==> src/shared/ref_select_holdover_monitor_regs.vh <==
// Constants for the reference select and holdover monitor
`ifndef REF_SELECT_HOLDOVER_MONITOR_REGS_VH
`define REF_SELECT_HOLDOVER_MONITOR_REGS_VH

// Ratio select codes
`define MODE_BYPASS      2'h0
`define MODE_HALF        2'h1
`define MODE_X2          2'h2
`define MODE_X6          2'h3

// Crystal edges and reference edges making one compare window, per mode
`define WIN_XTAL_HALF    2'h2
`define WIN_XTAL_OTHER   2'h1
`define WIN_REF_HALF     4'h1
`define WIN_REF_X2       4'h2
`define WIN_REF_X6       4'h6

// Allowed slip of reference edges per window before leaving capture range
`define CAPTURE_TOL      4'h1

// Failure assert and clear, in crystal periods (one period is t_ref times n)
`define FAIL_PERIODS     4'h2
`define FAIL_PERIODS_HALF 4'h3
`define CLEAR_PERIODS    4'hc

// Fixed part of both delays and the system clock period
`define MARGIN_NS        25
`define CLK_NS           50
// Least time, so rounded up to whole cycles (never below one)
`define MARGIN_CYC       (((`MARGIN_NS) + (`CLK_NS) - 1) / (`CLK_NS))

// Capacitor array code and its nominal pull span
`define PULL_RANGE_PPM   300
`define TUNE_RESET       8'h80
`define TUNE_MIN         8'h00
`define TUNE_MAX         8'hff

// Holdover generator half period before any measurement
`define HALF_PER_RESET   16'h0004

// Monitor states
`define ST_RUN           2'h0
`define ST_FAIL          2'h1
`define ST_RECOVER       2'h2
`define ST_MARGIN        2'h3

`endif

==> src/verilog/edge_watch.v <==
// Rising and falling edge detector for a group of synchronous inputs
`timescale 1ns/100ps
`default_nettype none

module edge_watch #(
  parameter WIDTH = 3
) (
  // Clock and reset
  input  wire             clk_sys,
  input  wire             rst,
  // Levels to watch
  input  wire [WIDTH-1:0] level_in,
  // Registered level and one-cycle edge pulses
  output reg  [WIDTH-1:0] level_r,
  output wire [WIDTH-1:0] rise,
  output wire [WIDTH-1:0] fall
);

  reg [WIDTH-1:0] prev_r;  // Level one cycle older

  // Two stages so edges are seen on registered values only
  always @(posedge clk_sys) begin
    if (rst) begin
      // Load the present level so an idle-high pin gives no edge after reset
      level_r <= level_in;
      prev_r  <= level_in;
    end else begin
      level_r <= level_in;
      prev_r  <= level_r;
    end
  end

  assign rise = level_r & ~prev_r;
  assign fall = ~level_r & prev_r;

endmodule // edge_watch

`default_nettype wire

==> src/verilog/ref_select_holdover_monitor.v <==
// Reference selection, ratio mode, validity monitor and holdover loop model
`timescale 1ns/100ps
`default_nettype none
`include "ref_select_holdover_monitor_regs.vh"

// Behaviour
// - Chooser high picks primary, low picks secondary
// - Ratio code 00 bypasses loop and crystal
// - Codes 01/10/11 give ratios 1/2, 2, 6
// - Outputs run at reference rate, phase aligned
// - Validity flag high valid, low invalid
// - Lost reference freezes tuning, drops flag
// - Tune only inside capture range, else invalid
// - Back in range clears flag, resumes alignment
// - Fail within two crystal periods (three in half mode) plus 25ns
// - Clear no sooner than twelve periods plus 25ns
// - Resynchronise automatically once reference returns
// - Outputs from crystal loop, phase moves gradually
// - Capacitor array pulls crystal about 300ppm
// - Undriven ratio selects read high
// - Outputs sit low when not driven
module ref_select_holdover_monitor #(
  parameter TUNE_W = 8,
  parameter PER_W  = 16
) (
  // Clock and reset
  input  wire              clk_sys,
  input  wire              rst,
  // Reference clocks and chooser
  input  wire              primary_clock_input,
  input  wire              secondary_clock_input,
  input  wire              input_chooser,
  // Ratio straps and their undriven flags
  input  wire [1:0]        ratio_select,
  input  wire [1:0]        ratio_float,
  // Crystal clock level and feedback loop return
  input  wire              tunable_crystal_osc,
  input  wire              feedback_input,
  // Clock outputs
  output reg  [1:0]        bank_a_outputs,
  output reg  [1:0]        bank_b_outputs,
  // Status and crystal tuning
  output reg               ref_valid,
  output reg               bypass_active,
  output reg  [TUNE_W-1:0] tune_code
);

  // Crystal edges that close one compare window
  function [1:0] win_xtal;
    input [1:0] mode;
    begin
      win_xtal = (mode == `MODE_HALF) ? `WIN_XTAL_HALF : `WIN_XTAL_OTHER;
    end
  endfunction

  // Reference edges expected inside one window
  function [3:0] win_ref;
    input [1:0] mode;
    begin
      case (mode)
        `MODE_HALF: win_ref = `WIN_REF_HALF;
        `MODE_X2:   win_ref = `WIN_REF_X2;
        default:    win_ref = `WIN_REF_X6;
      endcase
    end
  endfunction

  localparam integer MARGIN_INT = `MARGIN_CYC;   // Fixed 25ns part, full width
  localparam [3:0] MARGIN_CYC = MARGIN_INT[3:0]; // Fixed 25ns part in cycles
  localparam [TUNE_W-1:0] TUNE_RESET = `TUNE_RESET;
  localparam [TUNE_W-1:0] TUNE_MAX   = `TUNE_MAX;
  localparam [TUNE_W-1:0] TUNE_MIN   = `TUNE_MIN;

  // Effective ratio code: floating straps read as one
  wire [1:0] mode = ratio_select | ratio_float;
  wire       bypass = (mode == `MODE_BYPASS);

  // Active reference, switched ahead of both the loop and the bypass output path
  wire sel_ref = input_chooser ? primary_clock_input : secondary_clock_input;

  // Edge pulses for reference, crystal and feedback
  wire [2:0] lvl;
  wire [2:0] rise;
  wire [2:0] fall;

  edge_watch #(
    .WIDTH (3)
  ) u_edges (
    .clk_sys  (clk_sys),
    .rst      (rst),
    .level_in ({feedback_input, tunable_crystal_osc, sel_ref}),
    .level_r  (lvl),
    .rise     (rise),
    .fall     ()
  );

  wire ref_rise  = rise[0];
  wire xtal_rise = rise[1];
  wire fb_rise   = rise[2];

  // Monitor state
  reg [1:0]        state_r, state_nxt;     // Validity state
  reg [3:0]        miss_r;                 // Crystal edges since last ref edge
  reg [1:0]        xwin_r;                 // Crystal edges in open window
  reg [3:0]        rwin_r;                 // Reference edges in open window
  reg [3:0]        good_r, good_nxt;       // Clean crystal periods in recovery
  reg [3:0]        marg_r, marg_nxt;       // Fixed margin countdown
  // Holdover generator
  reg [PER_W-1:0]  per_cnt_r;              // Cycles since last ref edge
  reg [PER_W-1:0]  half_r;                 // Last good half period
  reg [PER_W-1:0]  gen_r;                  // Generator countdown
  reg              loop_clk_r;             // Regenerated loop clock
  reg              ref_pend_r;             // Ref edge seen, feedback not yet
  reg [1:0]        adj_r;                  // Pending phase step: 01 slow, 10 fast

  // Failure threshold: one extra edge in half mode, where two crystal
  // edges per reference period is the normal gap
  wire [3:0] fail_lim = (mode == `MODE_HALF) ? `FAIL_PERIODS_HALF : `FAIL_PERIODS;
  wire       missing  = (miss_r >= fail_lim);

  // Window close and capture range test
  wire [3:0] rwin_tot = rwin_r + {3'h0, ref_rise};
  wire [3:0] exp_ref  = win_ref(mode);
  wire       win_done = xtal_rise && ((xwin_r + 2'h1) == win_xtal(mode));
  wire       too_fast = (rwin_tot > exp_ref);
  wire       too_slow = (rwin_tot < exp_ref);
  wire       in_range = (rwin_tot <= exp_ref + `CAPTURE_TOL) &&
                        (rwin_tot + `CAPTURE_TOL >= exp_ref);
  wire       locked   = (state_r == `ST_RUN) && !bypass;

  // Missing reference counter on crystal edges
  always @(posedge clk_sys) begin
    if (rst) begin
      miss_r <= 4'h0;
    end else if (ref_rise || bypass) begin
      miss_r <= 4'h0;
    end else if (xtal_rise && (miss_r != 4'hf)) begin
      miss_r <= miss_r + 4'h1;
    end
  end

  // Compare window: count reference edges per crystal window
  always @(posedge clk_sys) begin
    if (rst || bypass) begin
      xwin_r <= 2'h0;
      rwin_r <= 4'h0;
    end else if (win_done) begin
      xwin_r <= 2'h0;
      rwin_r <= 4'h0;
    end else begin
      if (xtal_rise) begin
        xwin_r <= xwin_r + 2'h1;
      end
      // Saturate so a runaway reference stays out of range
      if (ref_rise && (rwin_r != 4'hf)) begin
        rwin_r <= rwin_r + 4'h1;
      end
    end
  end

  // Validity state machine
  always @* begin
    state_nxt = state_r;
    good_nxt  = good_r;
    marg_nxt  = marg_r;
    case (state_r)
      `ST_RUN: begin
        // Lost or out of range reference drops to failure
        if (!bypass && (missing || (win_done && !in_range))) begin
          state_nxt = `ST_FAIL;
        end
      end
      `ST_FAIL: begin
        // Reference back in range starts the clear delay
        if (!missing && win_done && in_range) begin
          state_nxt = `ST_RECOVER;
          good_nxt  = 4'h0;
        end
      end
      `ST_RECOVER: begin
        if (missing || (win_done && !in_range)) begin
          state_nxt = `ST_FAIL;
        end else if (xtal_rise) begin
          if (good_r + 4'h1 >= `CLEAR_PERIODS) begin
            state_nxt = `ST_MARGIN;
            marg_nxt  = MARGIN_CYC;
          end else begin
            good_nxt = good_r + 4'h1;
          end
        end
      end
      `ST_MARGIN: begin
        if (missing || (win_done && !in_range)) begin
          state_nxt = `ST_FAIL;
        end else if (marg_r <= 4'h1) begin
          state_nxt = `ST_RUN;
        end else begin
          marg_nxt = marg_r - 4'h1;
        end
      end
      default: begin
        state_nxt = `ST_FAIL;
      end
    endcase
    // Bypass leaves the monitor idle and judging nothing
    if (bypass) begin
      state_nxt = `ST_RUN;
    end
  end

  // State registers; start in failure until a reference is proven
  always @(posedge clk_sys) begin
    if (rst) begin
      state_r <= `ST_FAIL;
      good_r  <= 4'h0;
      marg_r  <= 4'h0;
    end else begin
      state_r <= state_nxt;
      good_r  <= good_nxt;
      marg_r  <= marg_nxt;
    end
  end

  // Capacitor array code: steps one per window, frozen outside lock.
  // Full code span stands for roughly +/- PULL_RANGE_PPM.
  always @(posedge clk_sys) begin
    if (rst) begin
      tune_code <= TUNE_RESET;
    end else if (locked && win_done && in_range && !missing) begin
      if (too_fast && (tune_code != TUNE_MAX)) begin
        tune_code <= tune_code + {{(TUNE_W-1){1'b0}}, 1'b1};
      end else if (too_slow && (tune_code != TUNE_MIN)) begin
        tune_code <= tune_code - {{(TUNE_W-1){1'b0}}, 1'b1};
      end
    end
  end

  // Reference period measurement, kept only while locked so that
  // holdover replays the last good rate
  always @(posedge clk_sys) begin
    if (rst) begin
      per_cnt_r <= {PER_W{1'b0}};
      half_r    <= `HALF_PER_RESET;
    end else if (ref_rise) begin
      per_cnt_r <= {PER_W{1'b0}};
      if (locked && (per_cnt_r != {PER_W{1'b0}})) begin
        half_r <= (per_cnt_r + {{(PER_W-1){1'b0}}, 1'b1}) >> 1;
      end
    end else if (per_cnt_r != {PER_W{1'b1}}) begin
      per_cnt_r <= per_cnt_r + {{(PER_W-1){1'b0}}, 1'b1};
    end
  end

  // Phase detector against the feedback return; lag speeds up the
  // generator by one cycle, lead slows it, never a jump
  always @(posedge clk_sys) begin
    if (rst) begin
      ref_pend_r <= 1'b0;
      adj_r      <= 2'h0;
    end else begin
      if (ref_rise) begin
        ref_pend_r <= 1'b1;
      end else if (fb_rise) begin
        ref_pend_r <= 1'b0;
      end
      if (!locked) begin
        adj_r <= 2'h0;
      end else if (fb_rise && !ref_rise) begin
        adj_r <= ref_pend_r ? 2'h2 : 2'h1;
      end else if (gen_r == {PER_W{1'b0}}) begin
        adj_r <= 2'h0;
      end
    end
  end

  // Loop clock generator: runs from the stored half period half_r always,
  // so losing the reference leaves its rate at the last locked value
  always @(posedge clk_sys) begin
    if (rst) begin
      gen_r      <= `HALF_PER_RESET;
      loop_clk_r <= 1'b0;
    end else if (gen_r == {PER_W{1'b0}}) begin
      loop_clk_r <= ~loop_clk_r;
      if (adj_r == 2'h2 && half_r > {{(PER_W-2){1'b0}}, 2'h2}) begin
        gen_r <= half_r - {{(PER_W-2){1'b0}}, 2'h2};
      end else if (adj_r == 2'h1) begin
        gen_r <= half_r;
      end else begin
        gen_r <= half_r - {{(PER_W-1){1'b0}}, 1'b1};
      end
    end else begin
      gen_r <= gen_r - {{(PER_W-1){1'b0}}, 1'b1};
    end
  end

  // Output banks: reference itself in bypass, loop clock otherwise.
  // Reset holds them low, as the pull-downs would.
  always @(posedge clk_sys) begin
    if (rst) begin
      bank_a_outputs <= 2'h0;
      bank_b_outputs <= 2'h0;
    end else if (bypass) begin
      bank_a_outputs <= {2{lvl[0]}};
      bank_b_outputs <= {2{lvl[0]}};
    end else begin
      bank_a_outputs <= {2{loop_clk_r}};
      bank_b_outputs <= {2{loop_clk_r}};
    end
  end

  // Status outputs
  always @(posedge clk_sys) begin
    if (rst) begin
      ref_valid     <= 1'b0;
      bypass_active <= 1'b0;
    end else begin
      ref_valid     <= (state_nxt == `ST_RUN);
      bypass_active <= bypass;
    end
  end

endmodule // ref_select_holdover_monitor

`default_nettype wire

==> config.mk <==
export PLATFORM = sky130hd
export DESIGN_NAME = ref_select_holdover_monitor
export DESIGN_NICKNAME = d
export VERILOG_FILES = /design/src/verilog/edge_watch.v /design/src/verilog/ref_select_holdover_monitor.v
export VERILOG_INCLUDE_DIRS = /design/src /design/src/shared
export SDC_FILE = /design/constraint.sdc
export NUM_CORES = 1
export LEC_CHECK = 0
export BUFFER_PORTS_ARGS = -buffer_cell sky130_fd_sc_hd__buf_4
export CAP_MARGIN = 20
export CORE_ASPECT_RATIO = 1.25
export CORE_MARGIN = 3
export CORE_UTILIZATION = 54
export CTS_CLUSTER_SIZE = 20
export DETAILED_ROUTE_END_ITERATION = 7
export PLACE_DENSITY = 0.74
export SETUP_SLACK_MARGIN = 0.2
export SYNTH_ARGS = -nofsm -noshare
export SYNTH_HDL_FRONTEND = slang
export SYNTH_HIERARCHICAL = 1
export SYNTH_SLANG_ARGS = --single-unit
==> constraint.sdc <==
create_clock -name clk_sys -period 3.9 [get_ports clk_sys]
set_input_delay 0.195 -clock clk_sys [delete_from_list [all_inputs] [get_ports clk_sys]]
set_output_delay 0.195 -clock clk_sys [all_outputs]
set_load 0.02 [all_outputs]
==> summary.txt, run 1 <==
DRC Markers - 0
CTS tree - yes
I/O Buffers - 24
flop-to-flop setup slack - 0.38 ns
r2r endpoint - tune_code[6]
Setup WS pre-CTS - 0.182 ns
CP max FO - 6
final slew viol count - 0
CORE AREA - 9270 um2
setup TNS - 0 ns
Total GRT Usage - 21.8%
Clock transition at path regs - 0.06 ns
Post-DP Area - 5490 um2
fraction of layout cells with a size suffix above 1 - 12.4%
Die Wd - 93.8 um
CTS Buf Count - 9
Syn Std Cell Area - 5210 um2
Syn Inst Count - 622
Root Buffer - clkbuf_16
Fill cells - 790
fmax - 0.284 GHz
HP Class - in2reg
gpl congestion - 0.891
Critical Path AT - 3.80 ns
Rel. slew slack - 39.4%
Critical Path End Type - flop
Final min period - 3.52 ns
first-pass GRT wire length - 19,400 um
initial antenna violation count - 0
Final Core Density - 64.3%
die height - 116 um
CP Capture Point - tune_code[6]
Tcrit/Tclk final - 90.3%
Worst-Skew Late Latency - 0.34 ns
final hold viol count - 0
vias - 4,596
vias in the first global route - 4,279
routed wire length - 11,500 um
MaxCap Viol Count - 0
TritonRoute pass-1 iters - 4
FF-to-FF Start - u_edges/level_r[0]
Worst VDD drop - 0.000291 V
diode count - 0
CP Class - reg2reg
endpoints failing setup - 0
routed vias/inst - 5.98
Post-Synthesis Net Count - 665
Reg2Reg Depth - 14
Synth-to-Final Area Change - 14.5%
status - finished, final reports clean
Placed Cells - 748
FP Rows - 39
fin nets - 683
clock tree buffer depth - 2
DRT iter0 DRCs - 300
Multi-input gate area - 3350 um2
transition time at the pin with the least slew margin - 0.906 ns
Clock Skew - 0.00475 ns
post-route setup slack - 0.377 ns
CTS sink cnt - 88
Crit. Startpoint - u_edges/level_r[0]
hpwl dp - 8150 um
synth warn - 6
register area - 1760 um2
ANT nets after route - 0
RSZ-0062 raised after global routing - no
Power Dens Cells - 422 nW/um2
starting density of the core - 56.2%
Post-Layout Inst Area - 5960 um2
Setup crit start kind - flop
H-tree depth - 3
WL/cell - 15.0 um
total grt overflow - 0
Critical Path RT - 4.18 ns
final cell count without fillers - 768
die area - 10,900 um2
leakage - 2.20 nW
largest net degree at the start of global routing - 56
IO Pins - 25
Synth Area per Inst - 8.37 um2
[registers in the layout, indices dropped and copies added, names as in the netlist, 2 cells and up]
register	flops
tune_code	8
rwin_r	4
marg_r	4
state_r	2
gen_r	16
u_edges/prev_r	3
per_cnt_r	16
u_edges/level_r	3
half_r	15
good_r	4
xwin_r	2
adj_r	2
miss_r	4
[layout make-up]
| type | instances | share of cell area (%) |
|---|---|---|
| Timing Repair Buffer | 37 | 4.74 |
| Inverter | 32 | 2.01 |
| Multi-Input combinational cell | 472 | 56.2 |
| Tap cell | 123 | 2.58 |
| Clock buffer | 9 | 3.78 |
| Clock inverter | 7 | 1.18 |
| Sequential cell | 88 | 29.5 |
[routing by layer]
layer / GRT usage (%) / vias up / share of wire, %
met2: 37.4 / 88 / 48
met1: 27.1 / 2187 / 46
li1: - / 2297 / -
met3: 4.22 / 24 / 3.0
met4: 8.29 / 0 / 2.3
met5: 0 / - / 0
[metrics by stage]
step	power (mW)	hold WS, ns
2_1_floorplan	1.52	0.223
3_3_place_gp	1.64	0.307
3_5_place_dp	1.65	0.309
4_1_cts	2.52	0.117
5_1_grt	2.67	0.122
6_report	2.52	0.122
[layout by cell type (no fill, tap or decap), types with 3 or more instances in the layout]
master     instances
ha_1              24
mux2i_1           10
clkinv_2           3
or4_1              9
nand3b_1           3
xor2_1            25
inv_1             32
clkbuf_16          9
nor2_1            62
buf_4             35
nand2_1           38
or3_1              6
nor2b_1           11
o21ai_0           13
nand2b_1           7
nand4_1           12
a21oi_1           50
xnor2_1           28
a211oi_1          11
a311oi_1          12
o2111ai_1          3
o31ai_1            4
a31oi_1            5
ha_4               6
and3_1             4
dfxtp_1           88
mux2_1             3
nand3_1           21
nor4b_1            3
o211ai_1           7
nor4_1             9
or2_2              5
o21ai_1            3
nor3_1            23
[worst max-delay path: stages, from the launching register on]
cell       delay [ns]
dfxtp_1          0.34
nor2b_2          0.17
ha_2             0.24
nand2_1          0.14
xnor2_2          0.20
ha_4             0.31
nand3b_1         0.10
a32o_2           0.26
o2bb2ai_4        0.19
buf_4            0.19
ha_1             0.35
or4b_2           0.65
o2111ai_1        0.12
mux2i_1          0.10
nor2_1           0.09
[how the worst min path moves through the flow]
stage | startpoint | to | slack (ns) | cells past startpoint
3_3_place_gp | feedback_input | u_edges/level_r[2] | 0.31 | 1
5_1_grt | primary_clock_input | u_edges/level_r[0] | 0.12 | 2
4_1_cts | primary_clock_input | u_edges/level_r[0] | 0.12 | 2
3_5_place_dp | feedback_input | u_edges/level_r[2] | 0.31 | 1
6_report | primary_clock_input | u_edges/level_r[0] | 0.12 | 2
2_1_floorplan | tunable_crystal_osc | u_edges/level_r[1] | 0.22 | 0
[power breakdown]
part	switching (mW)	leakage, nW	internal [mW]	total, mW
Sequential	0.0854	0.715	0.984	1.07
Clock	0.363	0.146	0.497	0.860
Combinational	0.333	1.33	0.255	0.588
[what timing repair did]
action | 4_1_cts | 5_1_grt
cloned | 0 | 0
hold buffers | 2 | 0
setup endpoints to repair | 2 | 2
buffers inserted | 0 | 2
resized for setup | 2 | 16
hold endpoints to repair | 2 | 0
pin swaps | 0 | 3
(Power assumes the default switching activity.)
==> run 2: changes to the inputs <==
CORE_MARGIN = default   (was 3)
==> run 2 against run 1 <==
First-iteration DRC count shrank 43%. Die area fell by 7.6%. Largest cell class unchanged. Clock power is 2.4% higher. Largest power group unchanged. Utilization is 0.63 points lower. Combinational power about the same. Cell count fell by 0.52%. Critical path type unchanged.
==> summary.txt, run 2 (synthesis results as in run 1) <==
biggest regs - gen_r: 16 flops, per_cnt_r: 16 flops, half_r: 15 flops
Die Wd - 89.8 um
endpoints failing setup - 0
first-pass GRT wire length - 19,600 um
vias in the first global route - 4,344
I/O Buffers - 24
Reg2Reg Depth - 15
most common cell after layout, fill and taps aside - dfxtp_1
switch share - 31.0%
ANT nets after route - 0
FP Rows - 39
DRC Markers - 0
routed wire length - 11,700 um
Power Internal - 1.75 mW
diode count - 0
FF-to-FF Start - u_edges/level_r[0]
final hold viol count - 0
RSZ-0062 raised after global routing - no
Setup crit start kind - flop
r2r endpoint - tune_code[7]
CP Capture Point - tune_code[7]
Root Buffer - clkbuf_16
setup TNS - 0 ns
status - finished, final reports clean
die height - 112 um
total grt overflow - 0
Rel. slew slack - 36.2%
Final min period - 3.50 ns
flop-to-flop setup slack - 0.40 ns
CTS tree - yes
Critical Path End Type - flop
MaxCap Viol Count - 0
transition time at the pin with the least slew margin - 0.954 ns
Flop pwr share - 42.1%
die area - 10,000 um2
vias - 4,584
gpl congestion - 0.936
largest net degree at the start of global routing - 56
TritonRoute pass-1 iters - 5
initial antenna violation count - 0
leakage - 2.17 nW
Synth-to-Final Area Change - 13.4%
Clock transition at path regs - 0.06 ns
Worst VDD drop - 0.000255 V
clock share of power - 34.7%
Total GRT Usage - 23.7%
Tcrit/Tclk final - 89.9%
CP max FO - 10
clock tree buffer depth - 2
Critical Path AT - 3.71 ns
Worst-Skew Late Latency - 0.34 ns
fraction of layout cells with a size suffix above 1 - 11.2%
fin nets - 680
Crit. Startpoint - u_edges/level_r[0]
hold_ws - 0.124 ns
H-tree depth - 3
hpwl dp - 8140 um
Clock Skew - 0.00476 ns
Comb power frac - 23.2%
routed vias/inst - 6.00
Power Dens Cells - 430 nW/um2
Psw - 0.788 mW
Critical Path RT - 4.10 ns
commonest non-fill, non-tap cells in the layout - 88 x dfxtp_1, 62 x nor2_1, 51 x a21oi_1
fmax - 0.285 GHz
IO Pins - 25
CORE AREA - 9270 um2
HP Class - in2reg
CTS sink cnt - 88
WL/cell - 15.3 um
CTS Buf Count - 9
DRT iter0 DRCs - 172
final slew viol count - 0
starting density of the core - 56.2%
CP Class - reg2reg
run 2: cell types whose count changed in the layout (fill, tap and decap cells not counted), moves of 2 or more:
cell / previous run / this run
ha_1: 24 / 27
clkinv_2: 3 / 0
clkinv_4: 0 / 2
inv_6: 2 / 0
buf_4: 35 / 32
ha_4: 6 / 4
run 2: layer usage:
layer / vias to the layer above / track usage, % / part of all wire (%)
met5: - / 0 / 0
met4: 0 / 12.3 / 3.5
met3: 37 / 2.73 / 2.6
met2: 97 / 41.6 / 49
met1: 2148 / 28.5 / 45
li1: 2302 / - / -
run 2: metrics by stage:
step	utilization (%)	std cells	worst slack (ns)	cell area [um2]	power, mW
after floorplan	-	622	0.227	5210	1.52
after global placement	59.2	747	0.297	5490	1.63
after detailed placement	59.2	747	0.0814	5490	1.65
after CTS	62.7	764	0.251	5820	2.53
after global routing	63.7	764	0.188	5900	2.67
final	63.7	764	0.395	5900	2.54
run 2: how the worst min path moves through the flow:
stage                                    from                  to  slack (ns)  cells past startpoint
final                     primary_clock_input  u_edges/level_r[0]        0.12                      2
after global routing      primary_clock_input  u_edges/level_r[0]        0.12                      2
after CTS                 primary_clock_input  u_edges/level_r[0]        0.12                      2
after detailed placement       feedback_input  u_edges/level_r[2]        0.31                      1
after global placement         feedback_input  u_edges/level_r[2]        0.31                      1
after floorplan           tunable_crystal_osc  u_edges/level_r[1]        0.22                      0
run 2: what timing repair did:
action / 4_1_cts / 5_1_grt
endpoints found under the hold margin: 2 / 0
hold buffers: 2 / 0
setup endpoints to repair: 2 / 4
gates resized for setup: 2 / 13
pin swaps: 0 / 1
buffers inserted: 0 / 0
run 2: power by group through the flow:
stage	Clock [mW]	Sequential [mW]	Combinational, mW
after CTS	0.890	1.07	0.578
final	0.881	1.07	0.589
after floorplan	0	1.07	0.449
after global placement	0	1.08	0.553
after detailed placement	0	1.08	0.569
after global routing	0.924	1.08	0.663
run 2: critical path, cell delays in order, from the launching register on:
cell and delay (ns):
dfxtp_1 0.34, nor2b_2 0.21, buf_4 0.21, ha_4 0.18
xor2_2 0.23, ha_1 0.30, nand3b_1 0.12, a32o_1 0.19
o2bb2ai_4 0.20, ha_1 0.30, a21oi_1 0.21, o211ai_1 0.18
o41ai_2 0.27, xnor2_1 0.18, and3_1 0.18, o21ai_1 0.06
run 2: final cells by class:
type	instances	area [um2]
clock inverter	4	55.1
tap	123	154
fill	791	3370
timing repair buffer	34	260
inverter	32	120
sequential	88	1760
multi-input combinational	472	3310
clock buffer	11	243
==> run 3: changes to the inputs <==
RECOVER_POWER = 100   (was default)
==> run 3 against run 2 <==
The flow now finishes with violations (max-capacitance violations, max-slew violations). Clock-buffer cell count unchanged. Die area unchanged. Flip-flop and latch count unchanged. Non-clock buffer count unchanged. Sequential share of layout area increased by 0.46 points. Via count about the same. Combinational power decreased by 3.6%.
==> summary.txt, run 3 (synthesis results as in run 1) <==
Setup crit start kind - flop
Die Wd - 89.8 um
fmax - 0.279 GHz
fin nets - 680
routed wire length on met2 - 5730 um
routed wire length - 11,700 um
RSZ-0062 raised after global routing - no
DR top layer - met4
diode count - 0
TritonRoute pass-1 iters - 4
setup TNS - 0 ns
failing checks - max-capacitance violations, max-slew violations
Worst VDD drop - 0.000255 V
Root Buffer - clkbuf_16
Most common cell on crit path - ha_1
DRC Markers - 0
biggest regs - gen_r: 16 flops, per_cnt_r: 16 flops, half_r: 15 flops
CP Class - reg2reg
Total GRT Usage - 23.7%
CTS Buf Count - 9
endpoints failing setup - 0
Synth-to-Final Area Change - 11.7%
CORE AREA - 9270 um2
commonest non-fill, non-tap cells in the layout - 88 x dfxtp_1, 62 x nor2_1, 51 x a21oi_1
transition time at the pin with the least slew margin - 2.58 ns
Clock Skew - 0.00517 ns
Final min period - 3.58 ns
Critical Path AT - 3.78 ns
H-tree depth - 3
ANT nets after route - 0
M1 WL - 5190 um
worst stage delay on the critical path - 0.35 ns
fraction of layout cells with a size suffix above 1 - 7.64%
die area - 10,000 um2
vias - 4,585
initial antenna violation count - 0
worst path buffer plus inverter count - 1
wire length on met3 - 377 um
first-pass GRT wire length - 19,600 um
postcts setup bufs - 0
vias in the first global route - 4,344
hpwl dp - 8140 um
DRT iter0 DRCs - 203
Tcrit/Tclk final - 91.8%
routed vias/inst - 6.00
Worst-Skew Late Latency - 0.34 ns
MaxCap Viol Count - 1
Top delay family on crit path - compound AO/OA/AOI/OAI gates
die height - 112 um
post-route setup slack - 0.319 ns
Crit-path slowest cell - o41ai_1
clock tree buffer depth - 2
FP Rows - 39
IO Pins - 25
Rel. slew slack - -71.9%
Critical Path RT - 4.10 ns
most common cell after layout, fill and taps aside - dfxtp_1
final slew viol count - 56
gpl congestion - 0.936
CTS sink cnt - 88
HP Class - in2reg
WL/cell - 15.3 um
flop-to-flop setup slack - 0.32 ns
Critical Path End Type - flop
final hold viol count - 0
status - complete, but fails checks
Setup WS pre-CTS - 0.0814 ns
Clock transition at path regs - 0.06 ns
total grt overflow - 0
CTS tree - yes
leakage - 2.10 nW
I/O Buffers - 24
CP max FO - 10
largest net degree at the start of global routing - 56
starting density of the core - 56.2%
worst-path cell chain - nor2b_2 -> buf_4 -> ha_4 -> xor2_2 -> ha_1 -> nand3b_1 -> a32o_1 -> o2bb2ai_4 -> ha_1 -> a21oi_1 -> o211ai_1 -> o41ai_1 -> xnor2_1 -> and3_1 -> o21ai_1
Power Dens Cells - 432 nW/um2
## run 3: changes by cell type in the layout (fill, tap and decap cells not counted), moves of 2 or more
cell / before / now
buf_4: 32 / 12
clkbuf_1: 1 / 18
clkbuf_4: 0 / 2
mux2_1: 3 / 5
nor4_1: 9 / 11
nor4_2: 2 / 0
## run 3: report_power, final
part | internal, mW | switching [mW]
clock network | 0.513 | 0.366
registers | 0.984 | 0.0814
logic | 0.237 | 0.330
total | 1.73 | 0.778
## run 3: metal layers
layer	track usage, %	vias to the layer above
met2	41.6	97
met1	28.5	2151
met3	2.73	39
li1	-	2298
met4	12.3	0
met5	0	-
## run 3: worst paths after layout
| kind | startpoint | endpoint | depth (start not counted) |
|---|---|---|---|
| max | u_edges/level_r[0] | tune_code[7] | 15 |
| min | primary_clock_input | u_edges/level_r[0] | 2 |
| max reg2reg | u_edges/level_r[0] | tune_code[7] | 15 |
| min reg2reg | u_edges/level_r[1] | u_edges/prev_r[1] | 1 |
## run 3: worst register-to-register path, cell delays in order, from the launching register on
cell       delay [ns]
dfxtp_1          0.34
nor2b_2          0.21
buf_4            0.21
ha_4             0.18
xor2_2           0.22
ha_1             0.29
nand3b_1         0.12
a32o_1           0.19
o2bb2ai_4        0.20
ha_1             0.30
a21oi_1          0.21
o211ai_1         0.17
o41ai_1          0.35
xnor2_1          0.19
and3_1           0.18
o21ai_1          0.06
## run 3: metrics by stage
step                power, mW  std cells  utilization [%]  instance area (um2)  hold WS, ns
detailed placement       1.65        747             59.2                 5490        0.312
floorplan                1.52        622                -                 5210        0.223
CTS                      2.53        764             62.7                 5820        0.121
finish                   2.51        764             62.7                 5810        0.128
global placement         1.63        747             59.2                 5490        0.308
global route             2.64        764             62.7                 5810        0.119
## run 3: layout make-up
| class | count | area [um2] |
|---|---|---|
| fill | 825 | 3460 |
| multi-input combinational | 472 | 3290 |
| sequential | 88 | 1760 |
| clock buffer | 11 | 243 |
| timing repair buffer | 34 | 194 |
| tap | 123 | 154 |
| inverter | 32 | 120 |
| clock inverter | 4 | 55.1 |
## run 3: repair_timing
action | CTS | global route
gates resized for setup | 2 | 13
pin swaps | 0 | 1
endpoints found under the hold margin | 2 | 0
setup endpoints to repair | 2 | 4
hold buffers | 2 | 0
